<file path="src/design/acp_pkg.sv">
package acp_pkg;

  // ---------------------------------------------------------------
  // register map (word index = byte offset / 4)
  // ---------------------------------------------------------------
  localparam logic [7:0] ACP_REG_STATUS   = 8'h00;
  localparam logic [7:0] ACP_REG_ERRCODE  = 8'h04;
  localparam logic [7:0] ACP_REG_IRQ_STAT = 8'h08;
  localparam logic [7:0] ACP_REG_IRQ_EN   = 8'h0C;
  localparam logic [7:0] ACP_REG_IRQ_CLR  = 8'h10;
  localparam logic [7:0] ACP_REG_CONFIG   = 8'h14;

  // ---------------------------------------------------------------
  // error codes
  // ---------------------------------------------------------------
  localparam logic [15:0] ACP_ERR_NONE        = 16'h0000;
  localparam logic [15:0] ACP_ERR_NO_ORIGIN   = 16'h1080;
  localparam logic [15:0] ACP_ERR_REPEAT_RNG  = 16'h1081;
  localparam logic [15:0] ACP_ERR_SUP_MODE    = 16'h1082;
  localparam logic [15:0] ACP_ERR_SUP_HALT    = 16'h1083;
  localparam logic [15:0] ACP_ERR_PRESET_RNG  = 16'h1090;
  localparam logic [15:0] ACP_ERR_PRESET_MODE = 16'h1091;
  localparam logic [15:0] ACP_ERR_NO_TORQUE   = 16'h10A0;
  localparam logic [15:0] ACP_ERR_NO_TGT_TRQ  = 16'h10A1;
  localparam logic [15:0] ACP_ERR_NO_HOMING   = 16'h10B0;
  localparam logic [15:0] ACP_ERR_HOME_FAULT  = 16'h10B1;
  localparam logic [15:0] ACP_ERR_HOME_MOVING = 16'h10B2;
  localparam logic [15:0] ACP_ERR_OVR_MODE    = 16'h10C0;
  localparam logic [15:0] ACP_ERR_OVR_FACTOR  = 16'h10C1;
  localparam logic [15:0] ACP_ERR_OVR_SPEED   = 16'h10C2;

  // ---------------------------------------------------------------
  // commands, motion modes
  // ---------------------------------------------------------------
  typedef enum logic [3:0] {
    ACP_CMD_ABS_MOVE  = 4'h1,
    ACP_CMD_REL_MOVE  = 4'h2,
    ACP_CMD_SUP_MOVE  = 4'h3,
    ACP_CMD_SUP_HALT  = 4'h4,
    ACP_CMD_PRESET    = 4'h5,
    ACP_CMD_TORQUE    = 4'h6,
    ACP_CMD_HOME      = 4'h7,
    ACP_CMD_OVERRIDE  = 4'h8,
    ACP_CMD_SPEED     = 4'h9,
    ACP_CMD_STOP      = 4'hA
  } acp_cmd_t;

  typedef enum logic [2:0] {
    ACP_MODE_IDLE   = 3'h0,
    ACP_MODE_POS    = 3'h1,
    ACP_MODE_SPEED  = 3'h2,
    ACP_MODE_TORQUE = 3'h3,
    ACP_MODE_HOMING = 3'h4,
    ACP_MODE_SYNC   = 3'h5,
    ACP_MODE_CAM    = 3'h6
  } acp_mode_t;

  // ---------------------------------------------------------------
  // field positions, reset values
  // ---------------------------------------------------------------
  localparam int ACP_IRQ_REJECT_BIT = 0;
  localparam int ACP_IRQ_ACCEPT_BIT = 1;
  localparam int ACP_IRQ_ABORT_BIT  = 2;
  localparam int ACP_IRQ_W          = 3;
  localparam logic [ACP_IRQ_W-1:0] ACP_IRQ_EN_RST = 3'h0;
  localparam logic [7:0]           ACP_FACTOR_ONE = 8'h64; // 100 percent

endpackage

</file>
<file path="src/design/acp_speed_check.sv">
`timescale 1ns/100ps
// ---------------------------------------------------------------
// override speed check: scaled speed must not pass the axis maximum
// ---------------------------------------------------------------
module acp_speed_check #(
  parameter int SPEED_W = 32,
  parameter int FACT_W  = 8
) (
  input  wire logic [SPEED_W-1:0] cur_speed,
  input  wire logic [FACT_W-1:0]  vel_factor,
  input  wire logic [SPEED_W-1:0] max_speed,
  output      logic               too_fast
);
  import acp_pkg::*;

  logic [SPEED_W+FACT_W-1:0] scaled;
  logic [SPEED_W+FACT_W-1:0] limit;

  // compare speed*factor against max*100, avoiding a divider
  always_comb begin
    scaled   = cur_speed * vel_factor;
    limit    = max_speed * (SPEED_W+FACT_W)'(ACP_FACTOR_ONE);
    too_fast = scaled > limit;
  end
endmodule // acp_speed_check

</file>
<file path="src/design/acp_range_check.sv">
`timescale 1ns/100ps
// ---------------------------------------------------------------
// signed window check, inclusive on both bounds
// ---------------------------------------------------------------
module acp_range_check #(
  parameter int POS_W = 32
) (
  input  wire logic signed [POS_W-1:0] value,
  input  wire logic signed [POS_W-1:0] low,
  input  wire logic signed [POS_W-1:0] high,
  output      logic                    outside
);
  // a window with low above high rejects everything
  assign outside = (value < low) || (value > high);
endmodule // acp_range_check

</file>
<file path="src/design/acp_precheck.sv">
`timescale 1ns/100ps
module acp_precheck #(
  parameter int POS_W   = 32,
  parameter int SPEED_W = 32,
  parameter int FACT_W  = 8
) (
  input  wire logic                    ref_clk,
  input  wire logic                    srst,
  // command port
  input  wire logic                    cmd_valid,
  input  wire acp_pkg::acp_cmd_t       cmd_code,
  input  wire logic signed [POS_W-1:0] cmd_position,
  input  wire logic                    cmd_dir_neg,
  input  wire logic [FACT_W-1:0]       override_velocity_factor,
  input  wire logic [FACT_W-1:0]       override_acceleration_factor,
  input  wire logic [FACT_W-1:0]       override_jerk_factor,
  output      logic                    cmd_accept,
  output      logic                    cmd_reject,
  // axis and drive state
  input  wire logic                    origin_determined,
  input  wire logic                    axis_standstill,
  input  wire logic                    drive_fault,
  input  wire logic                    drive_has_torque_mode,
  input  wire logic                    drive_has_homing_mode,
  input  wire logic                    rxpdo_has_target_torque,
  input  wire logic                    homing_done,
  input  wire logic [SPEED_W-1:0]      cur_speed,
  input  wire logic [SPEED_W-1:0]      max_speed,
  input  wire logic signed [POS_W-1:0] soft_lower_limit,
  input  wire logic signed [POS_W-1:0] soft_upper_limit,
  input  wire logic signed [POS_W-1:0] repeat_low,
  input  wire logic signed [POS_W-1:0] repeat_high,
  output      acp_pkg::acp_mode_t      motion_mode,
  output      logic                    superimposed_active,
  output      logic                    homing_abort,
  // register port
  input  wire logic [7:0]              reg_addr,
  input  wire logic [31:0]             reg_wdata,
  input  wire logic                    reg_wr,
  input  wire logic                    reg_rd,
  output      logic [31:0]             reg_rdata,
  output      logic                    irq
);
  import acp_pkg::*;

  // ---------------------------------------------------------------
  // state
  // ---------------------------------------------------------------
  typedef struct packed {
    acp_mode_t            mode;
    logic                 sup;
    logic [15:0]          err_code;
    logic                 err_flag;
    logic                 repeat_en;
    logic [ACP_IRQ_W-1:0] irq_stat;
    logic [ACP_IRQ_W-1:0] irq_en;
    logic                 accept;
    logic                 reject;
    logic                 abort;
    logic [31:0]          rdata;
  } acp_state_t;

  acp_state_t state_r;
  acp_state_t state_nxt;

  logic        preset_out;
  logic        repeat_out;
  logic        too_fast;
  logic [15:0] chk_code;
  logic signed [POS_W-1:0] rep_lo;
  logic signed [POS_W-1:0] rep_hi;

  // ---------------------------------------------------------------
  // helpers
  // ---------------------------------------------------------------
  function automatic logic is_moving(input acp_mode_t m);
    is_moving = (m != ACP_MODE_IDLE);
  endfunction

  // direction does not change the repeat window: forward and reverse
  // are both checked against the full window, low bound to high bound
  always_comb begin
    rep_lo = cmd_dir_neg ? repeat_low  : repeat_low;
    rep_hi = cmd_dir_neg ? repeat_high : repeat_high;
  end

  acp_range_check #(.POS_W(POS_W)) u_preset_rng (
    .value   (cmd_position),
    .low     (soft_lower_limit),
    .high    (soft_upper_limit),
    .outside (preset_out)
  );

  acp_range_check #(.POS_W(POS_W)) u_repeat_rng (
    .value   (cmd_position),
    .low     (rep_lo),
    .high    (rep_hi),
    .outside (repeat_out)
  );

  acp_speed_check #(.SPEED_W(SPEED_W), .FACT_W(FACT_W)) u_speed (
    .cur_speed  (cur_speed),
    .vel_factor (override_velocity_factor),
    .max_speed  (max_speed),
    .too_fast   (too_fast)
  );

  // ---------------------------------------------------------------
  // precondition check, first failing check wins
  // ---------------------------------------------------------------
  always_comb begin
    chk_code = ACP_ERR_NONE;
    case (cmd_code)
      ACP_CMD_ABS_MOVE: begin
        if (!origin_determined)
          chk_code = ACP_ERR_NO_ORIGIN;
        else if (state_r.repeat_en && repeat_out)
          chk_code = ACP_ERR_REPEAT_RNG;
      end
      ACP_CMD_SUP_MOVE: begin
        if (state_r.mode == ACP_MODE_SPEED || state_r.mode == ACP_MODE_TORQUE)
          chk_code = ACP_ERR_SUP_MODE;
      end
      ACP_CMD_SUP_HALT: begin
        if (!state_r.sup)
          chk_code = ACP_ERR_SUP_HALT;
      end
      ACP_CMD_PRESET: begin
        if (state_r.mode == ACP_MODE_HOMING || state_r.mode == ACP_MODE_SYNC ||
            state_r.mode == ACP_MODE_CAM || state_r.mode == ACP_MODE_TORQUE)
          chk_code = ACP_ERR_PRESET_MODE;
        else if (preset_out)
          chk_code = ACP_ERR_PRESET_RNG;
      end
      ACP_CMD_TORQUE: begin
        if (!drive_has_torque_mode)
          chk_code = ACP_ERR_NO_TORQUE;
        else if (!rxpdo_has_target_torque)
          chk_code = ACP_ERR_NO_TGT_TRQ;
      end
      ACP_CMD_HOME: begin
        if (!drive_has_homing_mode)
          chk_code = ACP_ERR_NO_HOMING;
        else if (is_moving(state_r.mode) || !axis_standstill)
          chk_code = ACP_ERR_HOME_MOVING;
      end
      ACP_CMD_OVERRIDE: begin
        if (state_r.mode != ACP_MODE_POS && state_r.mode != ACP_MODE_SPEED)
          chk_code = ACP_ERR_OVR_MODE;
        else if (override_velocity_factor == '0 ||
                 override_acceleration_factor == '0 ||
                 override_jerk_factor == '0)
          chk_code = ACP_ERR_OVR_FACTOR;
        else if (too_fast)
          chk_code = ACP_ERR_OVR_SPEED;
      end
      default: begin
        chk_code = ACP_ERR_NONE;
      end
    endcase
  end

  // ---------------------------------------------------------------
  // next state
  // ---------------------------------------------------------------
  always_comb begin
    state_nxt        = state_r;
    state_nxt.accept = 1'b0;
    state_nxt.reject = 1'b0;
    state_nxt.abort  = 1'b0;
    state_nxt.rdata  = 32'h0000_0000;

    // homing ends normally, or is torn down on a drive fault
    if (state_r.mode == ACP_MODE_HOMING) begin
      if (drive_fault) begin
        state_nxt.mode     = ACP_MODE_IDLE;
        state_nxt.abort    = 1'b1;
        state_nxt.err_code = ACP_ERR_HOME_FAULT;
        state_nxt.err_flag = 1'b1;
      end else if (homing_done) begin
        state_nxt.mode = ACP_MODE_IDLE;
      end
    end

    // a command only runs when no abort took this cycle
    if (cmd_valid && !state_nxt.abort) begin
      if (chk_code != ACP_ERR_NONE) begin
        // mode and superimposed flag left untouched
        state_nxt.reject   = 1'b1;
        state_nxt.err_code = chk_code;
        state_nxt.err_flag = 1'b1;
      end else begin
        state_nxt.accept = 1'b1;
        case (cmd_code)
          ACP_CMD_ABS_MOVE,
          ACP_CMD_REL_MOVE: state_nxt.mode = ACP_MODE_POS;
          ACP_CMD_SPEED:    state_nxt.mode = ACP_MODE_SPEED;
          ACP_CMD_TORQUE:   state_nxt.mode = ACP_MODE_TORQUE;
          ACP_CMD_HOME:     state_nxt.mode = ACP_MODE_HOMING;
          ACP_CMD_SUP_MOVE: state_nxt.sup  = 1'b1;
          ACP_CMD_SUP_HALT: state_nxt.sup  = 1'b0;
          ACP_CMD_STOP: begin
            state_nxt.mode = ACP_MODE_IDLE;
            state_nxt.sup  = 1'b0;
          end
          default: begin
            state_nxt.mode = state_r.mode;
          end
        endcase
      end
    end

    // register writes; the status clear yields to a same-cycle event
    if (reg_wr) begin
      case (reg_addr)
        ACP_REG_STATUS:  state_nxt.err_flag = state_nxt.err_flag & ~reg_wdata[0] |
                                              state_nxt.reject | state_nxt.abort;
        ACP_REG_IRQ_EN:  state_nxt.irq_en   = reg_wdata[ACP_IRQ_W-1:0];
        ACP_REG_IRQ_CLR: state_nxt.irq_stat = state_r.irq_stat & ~reg_wdata[ACP_IRQ_W-1:0];
        ACP_REG_CONFIG:  state_nxt.repeat_en = reg_wdata[0];
        default:         state_nxt.irq_en   = state_r.irq_en;
      endcase
    end

    // sticky events, set wins over clear
    if (state_nxt.reject) state_nxt.irq_stat[ACP_IRQ_REJECT_BIT] = 1'b1;
    if (state_nxt.accept) state_nxt.irq_stat[ACP_IRQ_ACCEPT_BIT] = 1'b1;
    if (state_nxt.abort)  state_nxt.irq_stat[ACP_IRQ_ABORT_BIT]  = 1'b1;

    // read data for the cycle after the strobe; unmapped reads zero
    if (reg_rd) begin
      case (reg_addr)
        ACP_REG_STATUS:   state_nxt.rdata = {26'h000_0000, state_r.mode,
                                             state_r.repeat_en, state_r.sup,
                                             state_r.err_flag};
        ACP_REG_ERRCODE:  state_nxt.rdata = {16'h0000, state_r.err_code};
        ACP_REG_IRQ_STAT: state_nxt.rdata = {29'h0000_0000, state_r.irq_stat};
        ACP_REG_IRQ_EN:   state_nxt.rdata = {29'h0000_0000, state_r.irq_en};
        ACP_REG_CONFIG:   state_nxt.rdata = {31'h0000_0000, state_r.repeat_en};
        default:          state_nxt.rdata = 32'h0000_0000;
      endcase
    end
  end

  // ---------------------------------------------------------------
  // registers
  // ---------------------------------------------------------------
  always_ff @(posedge ref_clk) begin
    if (srst) begin
      state_r          <= '0;
      state_r.mode     <= ACP_MODE_IDLE;
      state_r.err_code <= ACP_ERR_NONE;
      state_r.irq_en   <= ACP_IRQ_EN_RST;
    end else begin
      state_r <= state_nxt;
    end
  end

  // ---------------------------------------------------------------
  // outputs
  // ---------------------------------------------------------------
  assign cmd_accept          = state_r.accept;
  assign cmd_reject          = state_r.reject;
  assign homing_abort        = state_r.abort;
  assign motion_mode         = state_r.mode;
  assign superimposed_active = state_r.sup;
  assign reg_rdata           = state_r.rdata;
  assign irq                 = |(state_r.irq_stat & state_r.irq_en);

endmodule // acp_precheck

</file>
<file path="config.mk">
export PLATFORM = sky130hd
export DESIGN_NAME = acp_precheck
export DESIGN_NICKNAME = d
export VERILOG_FILES = /design/src/design/acp_pkg.sv /design/src/design/acp_speed_check.sv /design/src/design/acp_range_check.sv /design/src/design/acp_precheck.sv
export SDC_FILE = /design/constraint.sdc
export NUM_CORES = 1
export LEC_CHECK = 0
export BUFFER_PORTS_ARGS = -buffer_cell sky130_fd_sc_hd__buf_4
export CORE_UTILIZATION = 59
export CTS_BUF_LIST = sky130_fd_sc_hd__clkbuf_16
export CTS_CLUSTER_DIAMETER = 50
export DETAILED_ROUTE_END_ITERATION = 10
export PLACE_DENSITY_LB_ADDON = 0.15
export SETUP_SLACK_MARGIN = 0.2
export SLEW_MARGIN = 15
export SYNTH_ARGS = -nofsm -noshare
export SYNTH_HDL_FRONTEND = slang
export SYNTH_SLANG_ARGS = --single-unit
</file>
<file path="constraint.sdc">
create_clock -name ref_clk -period 10.3 [get_ports ref_clk]
set_input_delay 1.545 -clock ref_clk [delete_from_list [all_inputs] [get_ports ref_clk]]
set_output_delay 1.545 -clock ref_clk [all_outputs]
set_load 0.05 [all_outputs]
</file>
* After elaboration in Yosys (flattened, before gate mapping)
Cells that the tools add are included.
** Storage, ports and cells
- Input port bits :: 305
- Register bits after elaboration :: 63
** Cells by class
- Reduce and logical (&&, ||, !) cells :: 38
- Equal/unequal tests :: 23
- Bitwise gates (word level) :: 9
- Order comparisons :: 5
- $mul :: 2
- Muxes and demuxes :: 38
** Operator list (number)
- 2-to-1 mux 13 bit :: 13
- one-hot mux 16 bit (7 select lines) :: 1
- one-hot mux 16 bit (5 select lines) :: 1
- greater-than comparator 32 bit :: 2
- less-than comparator 32 bit :: 2
- 2-to-1 mux 17 bit :: 3
- greater-than comparator 40 x 39 -> 1 bit :: 1
- multiplier 32 x 8 -> 40 bit :: 1
- multiplier 32 x 5 -> 37 bit, second input constant :: 1
- logical NOT 8 bit :: 4
- 2-to-1 mux 21 bit :: 1
- one-hot mux 3 bit (6 select lines) :: 1
- equality test 4 x 3 -> 1 bit, second input constant :: 4
- equality test 8 x 4 -> 1 bit, second input constant :: 2
- equality test 8 x 5 -> 1 bit, second input constant :: 2
- nonzero test 16 bit :: 1
- 2-to-1 mux 3 bit :: 5
- nonzero test 2 bit :: 7
- equality test 4 bit, second input constant :: 3
- AND reduction 2 bit :: 5
- equality test 3 bit, second input constant :: 3
- logical OR 1 bit :: 9
- 2-to-1 mux 1 bit :: 9
- equality test 4 x 2 -> 1 bit, second input constant :: 2
- 21 further kinds :: 32

* Depth between registers and ports, before layout
Gate-level depths: netlist of the first run.
- Depth after elaboration :: 15
- Depth in mapped cells :: 30
- Depth with buffers taken out :: 29

* Cells and area by module
From an unflattened synthesis of the first run, not the netlist that was laid out.
** Unflattened totals
- Cells, all modules :: 2208
- Area total of the unflattened synthesis :: 17948.5 sq um
** By module, submodules not included
- acp_speed_check :: instances 1, cells each 1467, area an instance 12266.8 sq um, seq. area each 0.0 sq um
- acp_range_check :: instances 2, cells each 225, area an instance 1592.8 sq um, seq. area each 0.0 sq um
- acp_precheck :: instances 1, cells each 291, area an instance 2496.1 sq um, seq. area each 940.9 sq um

* Least setup slack after synthesis of the first run
No wires, ideal clock.
- Path kind :: input to register
- From :: input port override_velocity_factor[5]
- To :: register state_r[45] (netlist bit)
- Setup time :: 139 ps
- Arrival time :: 8232 ps
- Required time :: 10161 ps
- Slack :: 1929 ps
- Stages :: 28
- Cell sequence :: clkbuf_1 -> and2_1 -> fa_1 -> fa_1 -> fa_1 -> inv_1 -> fa_1 -> inv_1 -> ha_1 -> and2_1 -> a221oi_1 -> a21oi_1 -> a21o_1 -> a21oi_2 -> a21o_1 -> a21oi_1 -> a2111oi_0 -> xnor2_1 -> ha_1 -> nand4_1 -> nor3_1 -> nand2_1 -> or4_1 -> o2111ai_1 -> a32o_1 -> o31ai_2 -> a31oi_1 -> nor2_1
** On the way
- Word-level cells in the longest chain between the ends :: 9
- Elaborated cells on any way between the ends :: 12
- Classes of those cells :: mul (1); order compare (1); mux (6); reduce/logical (4)
** RTL lines
- from (decl) :: line acp_precheck.sv:14 : input wire logic [FACT_W-1:0] override_velocity_factor,
- multiplier 32 x 8 -> 40 bit or logical NOT 8 bit (tied branches) :: line acp_speed_check.sv:21, acp_precheck.sv:150
- greater-than comparator 40 x 39 -> 1 bit or logical OR 1 bit (tied branches) :: line acp_speed_check.sv:23, acp_precheck.sv:150
- 2-to-1 mux 13 bit or logical OR 1 bit (tied branches) :: line acp_precheck.sv:154, acp_precheck.sv:151
- 2-to-1 mux 13 bit * :: line acp_precheck.sv:150 : else if (override_velocity_factor == '0 ||
- 2-to-1 mux 13 bit * :: line acp_precheck.sv:148 : if (state_r.mode != ACP_MODE_POS && state_r.mode != ACP_MODE_SPEED)
- one-hot mux 16 bit (7 select lines) * :: line acp_precheck.sv:113 : case (cmd_code)
- nonzero test 16 bit :: line acp_precheck.sv:187 : if (chk_code != ACP_ERR_NONE) begin
- 2-to-1 mux 17 bit * :: line acp_precheck.sv:187
- 2-to-1 mux 21 bit * :: line acp_precheck.sv:186 : if (cmd_valid && !state_nxt.abort) begin
- to (signal assigned) :: line acp_precheck.sv:255 : state_r <= state_nxt;
- to (decl) :: line acp_precheck.sv:63 : acp_state_t state_r;
Every way passes the cells marked *; elsewhere a longest branch is shown, timed or not.
A chain may end at the register's enable or synchronous reset.

* Final worst setup path of the first run
- From :: input port override_velocity_factor[6]
- To :: register state_r (netlist bit superimposed_active)
** On the way
- Word-level cells in the longest chain between the ends :: 9
- Elaborated cells on any way between the ends :: 12
- Classes of those cells :: mul (1); order compare (1); mux (4); bitwise (1); reduce/logical (5)
** RTL lines (line)
- multiplier 32 x 8 -> 40 bit or logical NOT 8 bit (tied branches) :: acp_speed_check.sv:21, acp_precheck.sv:150
- greater-than comparator 40 x 39 -> 1 bit or logical OR 1 bit (tied branches) :: acp_speed_check.sv:23, acp_precheck.sv:150
- 2-to-1 mux 13 bit or logical OR 1 bit (tied branches) :: acp_precheck.sv:154, acp_precheck.sv:151
- 2-to-1 mux 13 bit * :: acp_precheck.sv:150
- 2-to-1 mux 13 bit * :: acp_precheck.sv:148
- one-hot mux 16 bit (7 select lines) * :: acp_precheck.sv:113
- nonzero test 16 bit * :: acp_precheck.sv:187
- NOT 1 bit (no line) *
- AND reduction 3 bit (no line) *
Marks and branches as above.

==> impl_metrics.json, run 1 <==
{
  "ant_nets": 0,
  "cp_common_cell": "fa_1",
  "vias": 15819,
  "path_delay_family": "compound AO/OA/AOI/OAI gates",
  "num_rows": 63,
  "layout_common_cells": "500 x inv_1, 323 x ha_1, 299 x buf_4",
  "overflow": 0,
  "hold_slack_ns": 0.424,
  "root_buffer": "clkbuf_16",
  "drive_gt1_frac": 0.134,
  "final_cell_count_no_fill": 2869,
  "syn_to_final_growth_pct": 14.1,
  "h-tree-depth": 2,
  "synth_area_mm2": 0.0180,
  "postCtsResizedCells": 0,
  "slowest_delay_ns": 0.56,
  "clkTransAtPathRegs_ns": 0.06,
  "multiInputGateArea_mm2": 0.0148,
  "ys_types": 75,
  "grt_usage": 0.293,
  "crit_fanout": 33,
  "setup_viol": 0,
  "clock_latency_ns": 0.29,
  "min_period_ns": 9.59,
  "hold_depth": 2,
  "fin_nets": 3313,
  "numCtsBuffers": 5,
  "wire_per_inst_um": 15.5,
  "core_area_mm2": 0.0298,
  "ys_warn_count": 0,
  "clock_path_buffers": 2,
  "r2r_end": "state_r[52]$_SDFF_PP0_",
  "routed_wirelength_mm": 44.4,
  "grt_antenna_before_repair": 0,
  "ys_ff_latch": 47,
  "initial_utilization": 0.604,
  "fillers": 2529,
  "io_pins": 345,
  "drv_cap": 0,
  "drt_iter0_markers": 793,
  "routed_via_density": 5.51,
  "maxSlewViolCount": 0,
  "hold_viol_final": 0,
  "antennaDiodeCount": 0,
  "fin_tns_setup_ns": 0,
  "cts_sinks": 47,
  "synth_top_cell_by_area": "fa_1",
  "period_share": 0.931,
  "grt_pass1_wl_mm": 74.7,
  "crit_type": "input port to flip-flop",
  "post_cts_buffers": 0,
  "mostFrequentLayoutCell": "inv_1",
  "die_h_um": 177,
  "r2r_slack_ns": 7.46,
  "yosysSeqAreaShare": 0.0523,
  "min_path_type": "flip-flop to flip-flop",
  "hold_buffers": 0,
  "arrival_ns": 9.77,
  "fmax_ghz": 0.104,
  "tightest_slew_ns": 0.899,
  "synth_top_flop_cell": "dfxtp_1",
  "gp_congestion": 0.930,
  "dp.cells": 2861,
  "min-delay-start": "state_r[51]$_SDFF_PP0_",
  "p_leak_nw": 11.2,
  "reg2reg_depth": 8,
  "critPathSlowestCell": "fa_1",
  "grt_max_degree": 34,
  "synth_edf_count": 0,
  "required_ns": 10.48,
  "seqCellArea_um2": 941,
  "path_buf_inv": 3,
  "startpoint": "override_velocity_factor[6]",
  "status": "completed",
  "cp-start-kind": "input port",
  "cts_tree": "yes",
  "die_w_um": 177,
  "async_flop_share": 0,
  "drc": 0,
  "finalClockSkew_ns": 0.00333,
  "die_area_mm2": 0.0312,
  "worst-path-stages": 28,
  "rsz0062_at_grt": "no",
  "power-per-cell-area_mw_per_mm2": 178,
  "syn_avg_cell_area_um2": 8.06,
  "worstHoldEndpoint": "state_r[51]$_SDFF_PP0_",
  "end_kind": "flip-flop",
  "netlist_instances": 2234,
  "peakVddDrop_mv": 0.171,
  "port_buffers": 298,
  "grt_pass1_vias": 16409,
  "synth_area_leaders": "fa_1 23%, ha_1 22%, inv_1 10%",
  "relSlewSlack": 0.395,
  "regToRegStartpoint": "motion_mode[1]$_SDFFE_PP0P_",
  "dpl.hpwl_mm": 38.5,
  "drtPass1Iterations": 5,
  "yosysTopAreaCellShare": 0.230
}
-- tightest hold or removal path, stage by stage (launching register included) --
cell     delay, ns
dfxtp_1       0.30
nand2_1       0.05
nor2_1        0.03
-- stage by stage --
stage,worst slack [ns],util,power [mW],instance area [µm²]
detailed placement,0.355,0.683,3.49,20400
CTS,0.632,0.688,3.66,20500
global route,0.253,0.689,4.17,20500
finish,0.710,0.689,3.66,20500
floorplan,1.93,-,2.75,18100
global placement,0.540,0.683,3.36,20400
-- layout make-up --
cell class,count,area share
clock inverters,3,0.00116
clock buffers,5,0.00610
inverters,500,0.0914
repair buffers,299,0.109
flip-flops and latches,47,0.0458
multi-input cells,1625,0.722
well taps,390,0.0238
-- synth_stat cells (all sizes together), types with 22 or more instances --
master / count
fa: 207
ha: 323
and2: 216
nand2: 149
o21ai: 69
clkbuf: 40
a21o: 51
xor2: 22
a21oi: 120
dfxtp: 47
xnor2: 44
nand4: 29
nand3: 41
inv: 500
nor2: 78
buf: 37
-- where the power goes --
part           switching (mW)  leakage [nW]  internal (mW)
logic                    1.85          10.8           1.46
registers             0.00436         0.380          0.186
clock network          0.0701        0.0664         0.0907
-- worst max-delay path by stage --
stage	endpoint	slack [ns]
finish	superimposed_active$_SDFFE_PP0P_	0.71
global route	state_r[50]$_SDFF_PP0_	0.25
CTS	superimposed_active$_SDFFE_PP0P_	0.63
detailed placement	superimposed_active$_SDFFE_PP0P_	0.36
global placement	superimposed_active$_SDFFE_PP0P_	0.54
floorplan	state_r[45]$_SDFF_PP0_	1.93
-- routing by layer --
| metal | track usage | part of all wire |
|---|---|---|
| met1 | 0.371 | 0.43 |
| met2 | 0.520 | 0.49 |
| met3 | 0.0316 | 0.051 |
| met4 | 0.0934 | 0.032 |
| met5 | 0 | 0 |
-- sequential cells by signal (all words and copies together) (netlist names) --
signal and cells:
state_r 24, cmd_reject 1, cmd_accept 1, homing_abort 1, reg_rdata 16, motion_mode 3, superimposed_active 1
-- cells by family after synthesis --
group           Yosys count  share of synthesized area
simple gates            619                      0.183
flops                    47                     0.0523
buf+inv                 577                      0.128
xor+xnor                 66                     0.0321
other cells               1                   0.000208
compound gates          379                      0.139
fa+ha+maj               530                      0.455
mux                      15                     0.0106
Note: power is estimated with default switching activity, not from simulation.
==> inputs of run 2 (changes only) <==
--- a/config.mk
+++ b/config.mk
@@ -6,7 +6,7 @@
 export NUM_CORES = 1
 export LEC_CHECK = 0
 export BUFFER_PORTS_ARGS = -buffer_cell sky130_fd_sc_hd__buf_4
-export CORE_UTILIZATION = 59
+export CORE_UTILIZATION = 30
 export CTS_BUF_LIST = sky130_fd_sc_hd__clkbuf_16
 export CTS_CLUSTER_DIAMETER = 50
 export DETAILED_ROUTE_END_ITERATION = 10
==> run 2 against run 1 <==
Net effect:
- the flow now finishes with violations (DRC)
- worst setup slack improved by 0.23 ns
- global-route usage decreased by 12 points
- final area increased by 2.6%
- final cell count increased by 14%
- die area increased by 95%
- register-to-register slack improved by 0.15 ns
- clock skew increased by 0.0014 ns
- largest cell class unchanged
- non-clock buffer count increased by 2
- core utilization decreased by 33 points
==> impl_metrics.json, run 2 (synthesized netlist as in run 1, its figures left out) <==
{
  "arrival_ns": 9.53,
  "end_kind": "flip-flop",
  "intPower_mw": 1.76,
  "mostFrequentLayoutCell": "inv_1",
  "drtPass1Iterations": 8,
  "hold_buffers": 0,
  "initial_utilization": 0.304,
  "largest_register_ffs": 24,
  "final_cell_count_no_fill": 3261,
  "slowest_delay_ns": 0.55,
  "status": "finished with violations",
  "root_buffer": "clkbuf_16",
  "p_sw_mw": 1.94,
  "r2r_end": "motion_mode[2]$_SDFFE_PP0P_",
  "drc": 16,
  "violations": "DRC",
  "period_share": 0.909,
  "hold_viol_final": 0,
  "min_period_ns": 9.36,
  "overflow": 0,
  "num_rows": 89,
  "crit_fanout": 33,
  "startpoint": "override_velocity_factor[6]",
  "port_buffers": 298,
  "cp_common_cell": "fa_1",
  "grt_antenna_before_repair": 8,
  "hold_depth": 2,
  "maxSlewViolCount": 0,
  "min_path_type": "flip-flop to flip-flop",
  "die_h_um": 247,
  "power_frac_seq": 0.051,
  "swShare": 0.523,
  "layout_common_cells": "500 x inv_1, 323 x ha_1, 301 x buf_4",
  "tightest_slew_ns": 1.04,
  "fin_nets": 3315,
  "dp_slack_ns": 0.245,
  "die_w_um": 247,
  "wire_per_inst_um": 15.8,
  "cts_tree": "yes",
  "crit_type": "input port to flip-flop",
  "rsz0062_at_grt": "no",
  "drv_cap": 0,
  "peakVddDrop_mv": 0.130,
  "grt_max_degree": 34,
  "fin_tns_setup_ns": 0,
  "clock_path_buffers": 2,
  "routed_via_density": 4.77,
  "required_ns": 10.47,
  "vias": 15565,
  "grt_pass1_wl_mm": 83.0,
  "syn_to_final_growth_pct": 17.0,
  "r2r_slack_ns": 7.61,
  "routed_wirelength_mm": 51.4,
  "finalClockSkew_ns": 0.00471,
  "fmax_ghz": 0.107,
  "numCtsBuffers": 5,
  "dp.cells": 3246,
  "cts_sinks": 47,
  "grt_usage": 0.170,
  "cp-start-kind": "input port",
  "clockPowerShare": 0.049,
  "worstHoldEndpoint": "state_r[52]$_SDFF_PP0_",
  "p_leak_nw": 11.3,
  "critPathSlowestCell": "fa_1",
  "clock_latency_ns": 0.28,
  "io_pins": 345,
  "drt_iter0_markers": 585,
  "h-tree-depth": 2,
  "setup_viol": 0,
  "regMostFlops": "state_r",
  "relSlewSlack": 0.301,
  "power-per-cell-area_mw_per_mm2": 176,
  "regToRegStartpoint": "motion_mode[0]$_SDFFE_PP0P_",
  "grt_pass1_vias": 16252,
  "clkTransAtPathRegs_ns": 0.06,
  "die_area_mm2": 0.0610,
  "reg2reg_depth": 8,
  "core_area_mm2": 0.0591,
  "fin_ws_ns": 0.940,
  "pwr-share-comb": 0.899,
  "min-delay-start": "state_r[52]$_SDFF_PP0_",
  "dpl.hpwl_mm": 44.9,
  "gp_congestion": 0.884,
  "drive_gt1_frac": 0.135,
  "ant_nets": 0
}
==> run 2: worst max-delay path by stage <==
stage | to | slack, ns | cells past startpoint
2_1_floorplan | state_r[45]$_SDFF_PP0_ | 1.93 | 28
3_3_place_gp | superimposed_active$_SDFFE_PP0P_ | 0.37 | 28
3_5_place_dp | state_r[55]$_SDFF_PP0_ | 0.24 | 28
4_1_cts | state_r[55]$_SDFF_PP0_ | 0.52 | 28
5_1_grt | superimposed_active$_SDFFE_PP0P_ | 0.30 | 29
6_report | superimposed_active$_SDFFE_PP0P_ | 0.94 | 28
==> run 2: metrics by stage <==
stage | util | power [mW] | hold WS (ns) | cell area [µm²]
2_1_floorplan | - | 2.75 | 0.405 | 18100
3_3_place_gp | 0.353 | 3.48 | 0.414 | 20900
3_5_place_dp | 0.353 | 3.55 | 0.416 | 20900
4_1_cts | 0.356 | 3.76 | 0.426 | 21000
5_1_grt | 0.356 | 4.27 | 0.441 | 21100
6_report | 0.356 | 3.70 | 0.423 | 21100
==> run 2: power by group through the flow <==
stage / clock (mW) / sequential [mW] / combinational [mW]
after floorplan: 0 / 0.195 / 2.56
after global placement: 0 / 0.195 / 3.29
after detailed placement: 0 / 0.195 / 3.36
after CTS: 0.186 / 0.191 / 3.39
after global routing: 0.194 / 0.191 / 3.89
final: 0.182 / 0.190 / 3.33
==> run 2: area by class of cell <==
type / instances / area, µm²
multi-input cells: 1625 / 14800
inverters: 500 / 1880
repair buffers: 301 / 2260
clock inverters: 3 / 43.8
well taps: 773 / 967
diodes: 7 / 17.5
fillers: 6218 / 38100
clock buffers: 5 / 125
flip-flops and latches: 47 / 941
==> run 2: layer usage <==
metal / up-vias / global-route usage / share of wire
li1: 7735 / - / -
met1: 7539 / 0.216 / 0.44
met2: 253 / 0.310 / 0.51
met3: 34 / 0.0177 / 0.038
met4: 4 / 0.0276 / 0.013
met5: - / 0 / 0.00049
==> run 2: what timing repair did <==
action,CTS,global route
gates resized for setup,0,4
endpoints found under the setup margin,0,23
buffers inserted,0,0
==> run 2: worst max-delay path: cells and delay by family <==
family | cells | cell delay, ns
compound gates | 11 | 3.06
xor+xnor | 1 | 0.14
fa+ha+maj | 6 | 2.74
buf+inv | 3 | 0.43
simple gates | 7 | 1.60
==> inputs of run 3 (changes only) <==
--- a/config.mk
+++ b/config.mk
@@ -10,6 +10,7 @@
 export CTS_BUF_LIST = sky130_fd_sc_hd__clkbuf_16
 export CTS_CLUSTER_DIAMETER = 50
 export DETAILED_ROUTE_END_ITERATION = 10
+export GPL_TIMING_DRIVEN = 0
 export PLACE_DENSITY_LB_ADDON = 0.15
 export SETUP_SLACK_MARGIN = 0.2
 export SLEW_MARGIN = 15
==> run 3 against run 2 <==
Net effect:
- total power increased by 1.6%
- combinational power about the same
- first-iteration DRC count decreased by 1.7%
- highest routed layer unchanged
- sequential cell count unchanged
- critical path type unchanged
- the flow still finishes with violations (DRC)
- largest cell class unchanged
- final area increased by 2.1%
- clock skew decreased by 0.0025 ns
==> impl_metrics.json, run 3 (synthesized netlist as in run 1, its figures left out) <==
{
  "finalPower_mw": 3.76,
  "fin_tns_setup_ns": 0,
  "clkTransAtPathRegs_ns": 0.06,
  "grt_usage": 0.174,
  "clock_latency_ns": 0.28,
  "cp_common_cell": "fa_1",
  "period_share": 0.935,
  "routed_wirelength_mm": 53.1,
  "h-tree-depth": 2,
  "overflow": 0,
  "crit_type": "input port to flip-flop",
  "vias": 15955,
  "numCtsBuffers": 5,
  "dpl.hpwl_mm": 47.5,
  "tightest_slew_ns": 1.08,
  "fin_nets": 3386,
  "hold_depth": 2,
  "critPathSlowestCell": "fa_1",
  "min_path_type": "flip-flop to flip-flop",
  "dp_slack_ns": -0.286,
  "p_sw_mw": 1.96,
  "routed_via_density": 4.79,
  "drtPass1Iterations": 8,
  "power-per-cell-area_mw_per_mm2": 175,
  "min_period_ns": 9.63,
  "layout_common_cells": "500 x inv_1, 330 x buf_4, 323 x ha_1",
  "cp-start-kind": "input port",
  "die_w_um": 247,
  "violations": "DRC",
  "regMostFlops": "state_r",
  "clockPowerShare": 0.055,
  "relSlewSlack": 0.271,
  "grt_pass1_vias": 16572,
  "grt_antenna_before_repair": 15,
  "regToRegStartpoint": "motion_mode[2]$_SDFFE_PP0P_",
  "p_leak_nw": 11.5,
  "rsz0062_at_grt": "no",
  "grt_max_degree": 16,
  "cts_tree": "yes",
  "clock_path_buffers": 2,
  "status": "finished with violations",
  "hold_viol_final": 0,
  "pwr-share-comb": 0.895,
  "gp_congestion": 0.857,
  "power_frac_seq": 0.051,
  "fin_util": 0.364,
  "crit_fanout": 10,
  "ant_nets": 0,
  "die_h_um": 247,
  "arrival_ns": 9.85,
  "peakVddDrop_mv": 0.154,
  "grt_pass1_wl_mm": 84.1,
  "port_buffers": 293,
  "min-delay-start": "state_r[58]$_SDFF_PP0_",
  "swShare": 0.520,
  "worstHoldEndpoint": "state_r[58]$_SDFF_PP0_",
  "fmax_ghz": 0.104,
  "io_pins": 345,
  "maxSlewViolCount": 0,
  "finalClockSkew_ns": 0.00217,
  "slowest_delay_ns": 0.56,
  "intPower_mw": 1.80,
  "mostFrequentLayoutCell": "inv_1",
  "required_ns": 10.52,
  "fin_ws_ns": 0.672,
  "end_kind": "flip-flop",
  "setup_viol": 0,
  "core_area_mm2": 0.0591,
  "die_area_mm2": 0.0610,
  "drc": 16,
  "r2r_end": "state_r[53]$_SDFF_PP0_",
  "syn_to_final_growth_pct": 19.5,
  "initial_utilization": 0.304,
  "r2r_slack_ns": 7.48,
  "wire_per_inst_um": 15.9,
  "hold_slack_ns": 0.422,
  "drive_gt1_frac": 0.150,
  "largest_register_ffs": 24,
  "drv_cap": 0,
  "drt_iter0_markers": 575,
  "cts_sinks": 47,
  "root_buffer": "clkbuf_16",
  "num_rows": 89,
  "reg2reg_depth": 9
}
run 3: worst max-delay path by stage:
stage	startpoint	endpoint	slack [ns]	cells past startpoint
2_1_floorplan	override_velocity_factor[5]	state_r[45]$_SDFF_PP0_	1.93	28
3_3_place_gp	override_velocity_factor[7]	superimposed_active$_SDFFE_PP0P_	-0.25	30
3_5_place_dp	override_velocity_factor[7]	superimposed_active$_SDFFE_PP0P_	-0.29	30
4_1_cts	override_velocity_factor[7]	superimposed_active$_SDFFE_PP0P_	0.23	29
5_1_grt	override_velocity_factor[3]	state_r[44]$_SDFF_PP0_	0.28	29
6_report	override_velocity_factor[5]	state_r[44]$_SDFF_PP0_	0.67	29
run 3: critical path, delay by kind of cell:
| family | cells | cell delay (ns) |
|---|---|---|
| xor+xnor | 1 | 0.14 |
| simple gates | 8 | 2.11 |
| buf+inv | 4 | 0.52 |
| fa+ha+maj | 6 | 2.75 |
| compound gates | 10 | 2.77 |
run 3: power by group through the flow:
stage	registers (mW)	clock network, mW	logic, mW
finish	0.191	0.206	3.36
global route	0.191	0.217	3.91
CTS	0.191	0.210	3.39
detailed placement	0.195	0	3.36
global placement	0.195	0	3.29
floorplan	0.195	0	2.56
run 3: final cells by class:
type | count | area, µm²
Tap cell | 773 | 967
Fill cell | 6270 | 37600
Clock buffer | 5 | 125
Antenna cell | 9 | 22.5
Clock inverter | 3 | 67.6
Sequential cell | 47 | 941
Inverter | 500 | 1880
Buffer | 77 | 442
Timing Repair Buffer | 295 | 2210
Multi-Input combinational cell | 1625 | 14900
run 3: per-stage QoR:
step / cell area (µm²) / cells
after global placement: 21200 / 3315
after detailed placement: 21200 / 3315
final: 21500 / 3334
after global routing: 21500 / 3333
after CTS: 21400 / 3323
after floorplan: 18100 / 2249
run 3: layer usage:
metal  up-vias  routed length, µm  global-route usage
met3        61               2330              0.0251
li1       7885                  -                   -
met4        10               1060              0.0378
met5         -                 62                   0
met2       294              26200               0.307
met1      7705              23500               0.222
run 3: repair_timing:
item | 4_1_cts | 5_1_grt
pin swaps | 0 | 1
setup buffers | 0 | 2
endpoints found under the hold margin | 0 | 0
setup endpoints to repair | 20 | 25
gates resized for setup | 5 | 31
hold buffers | 0 | 0
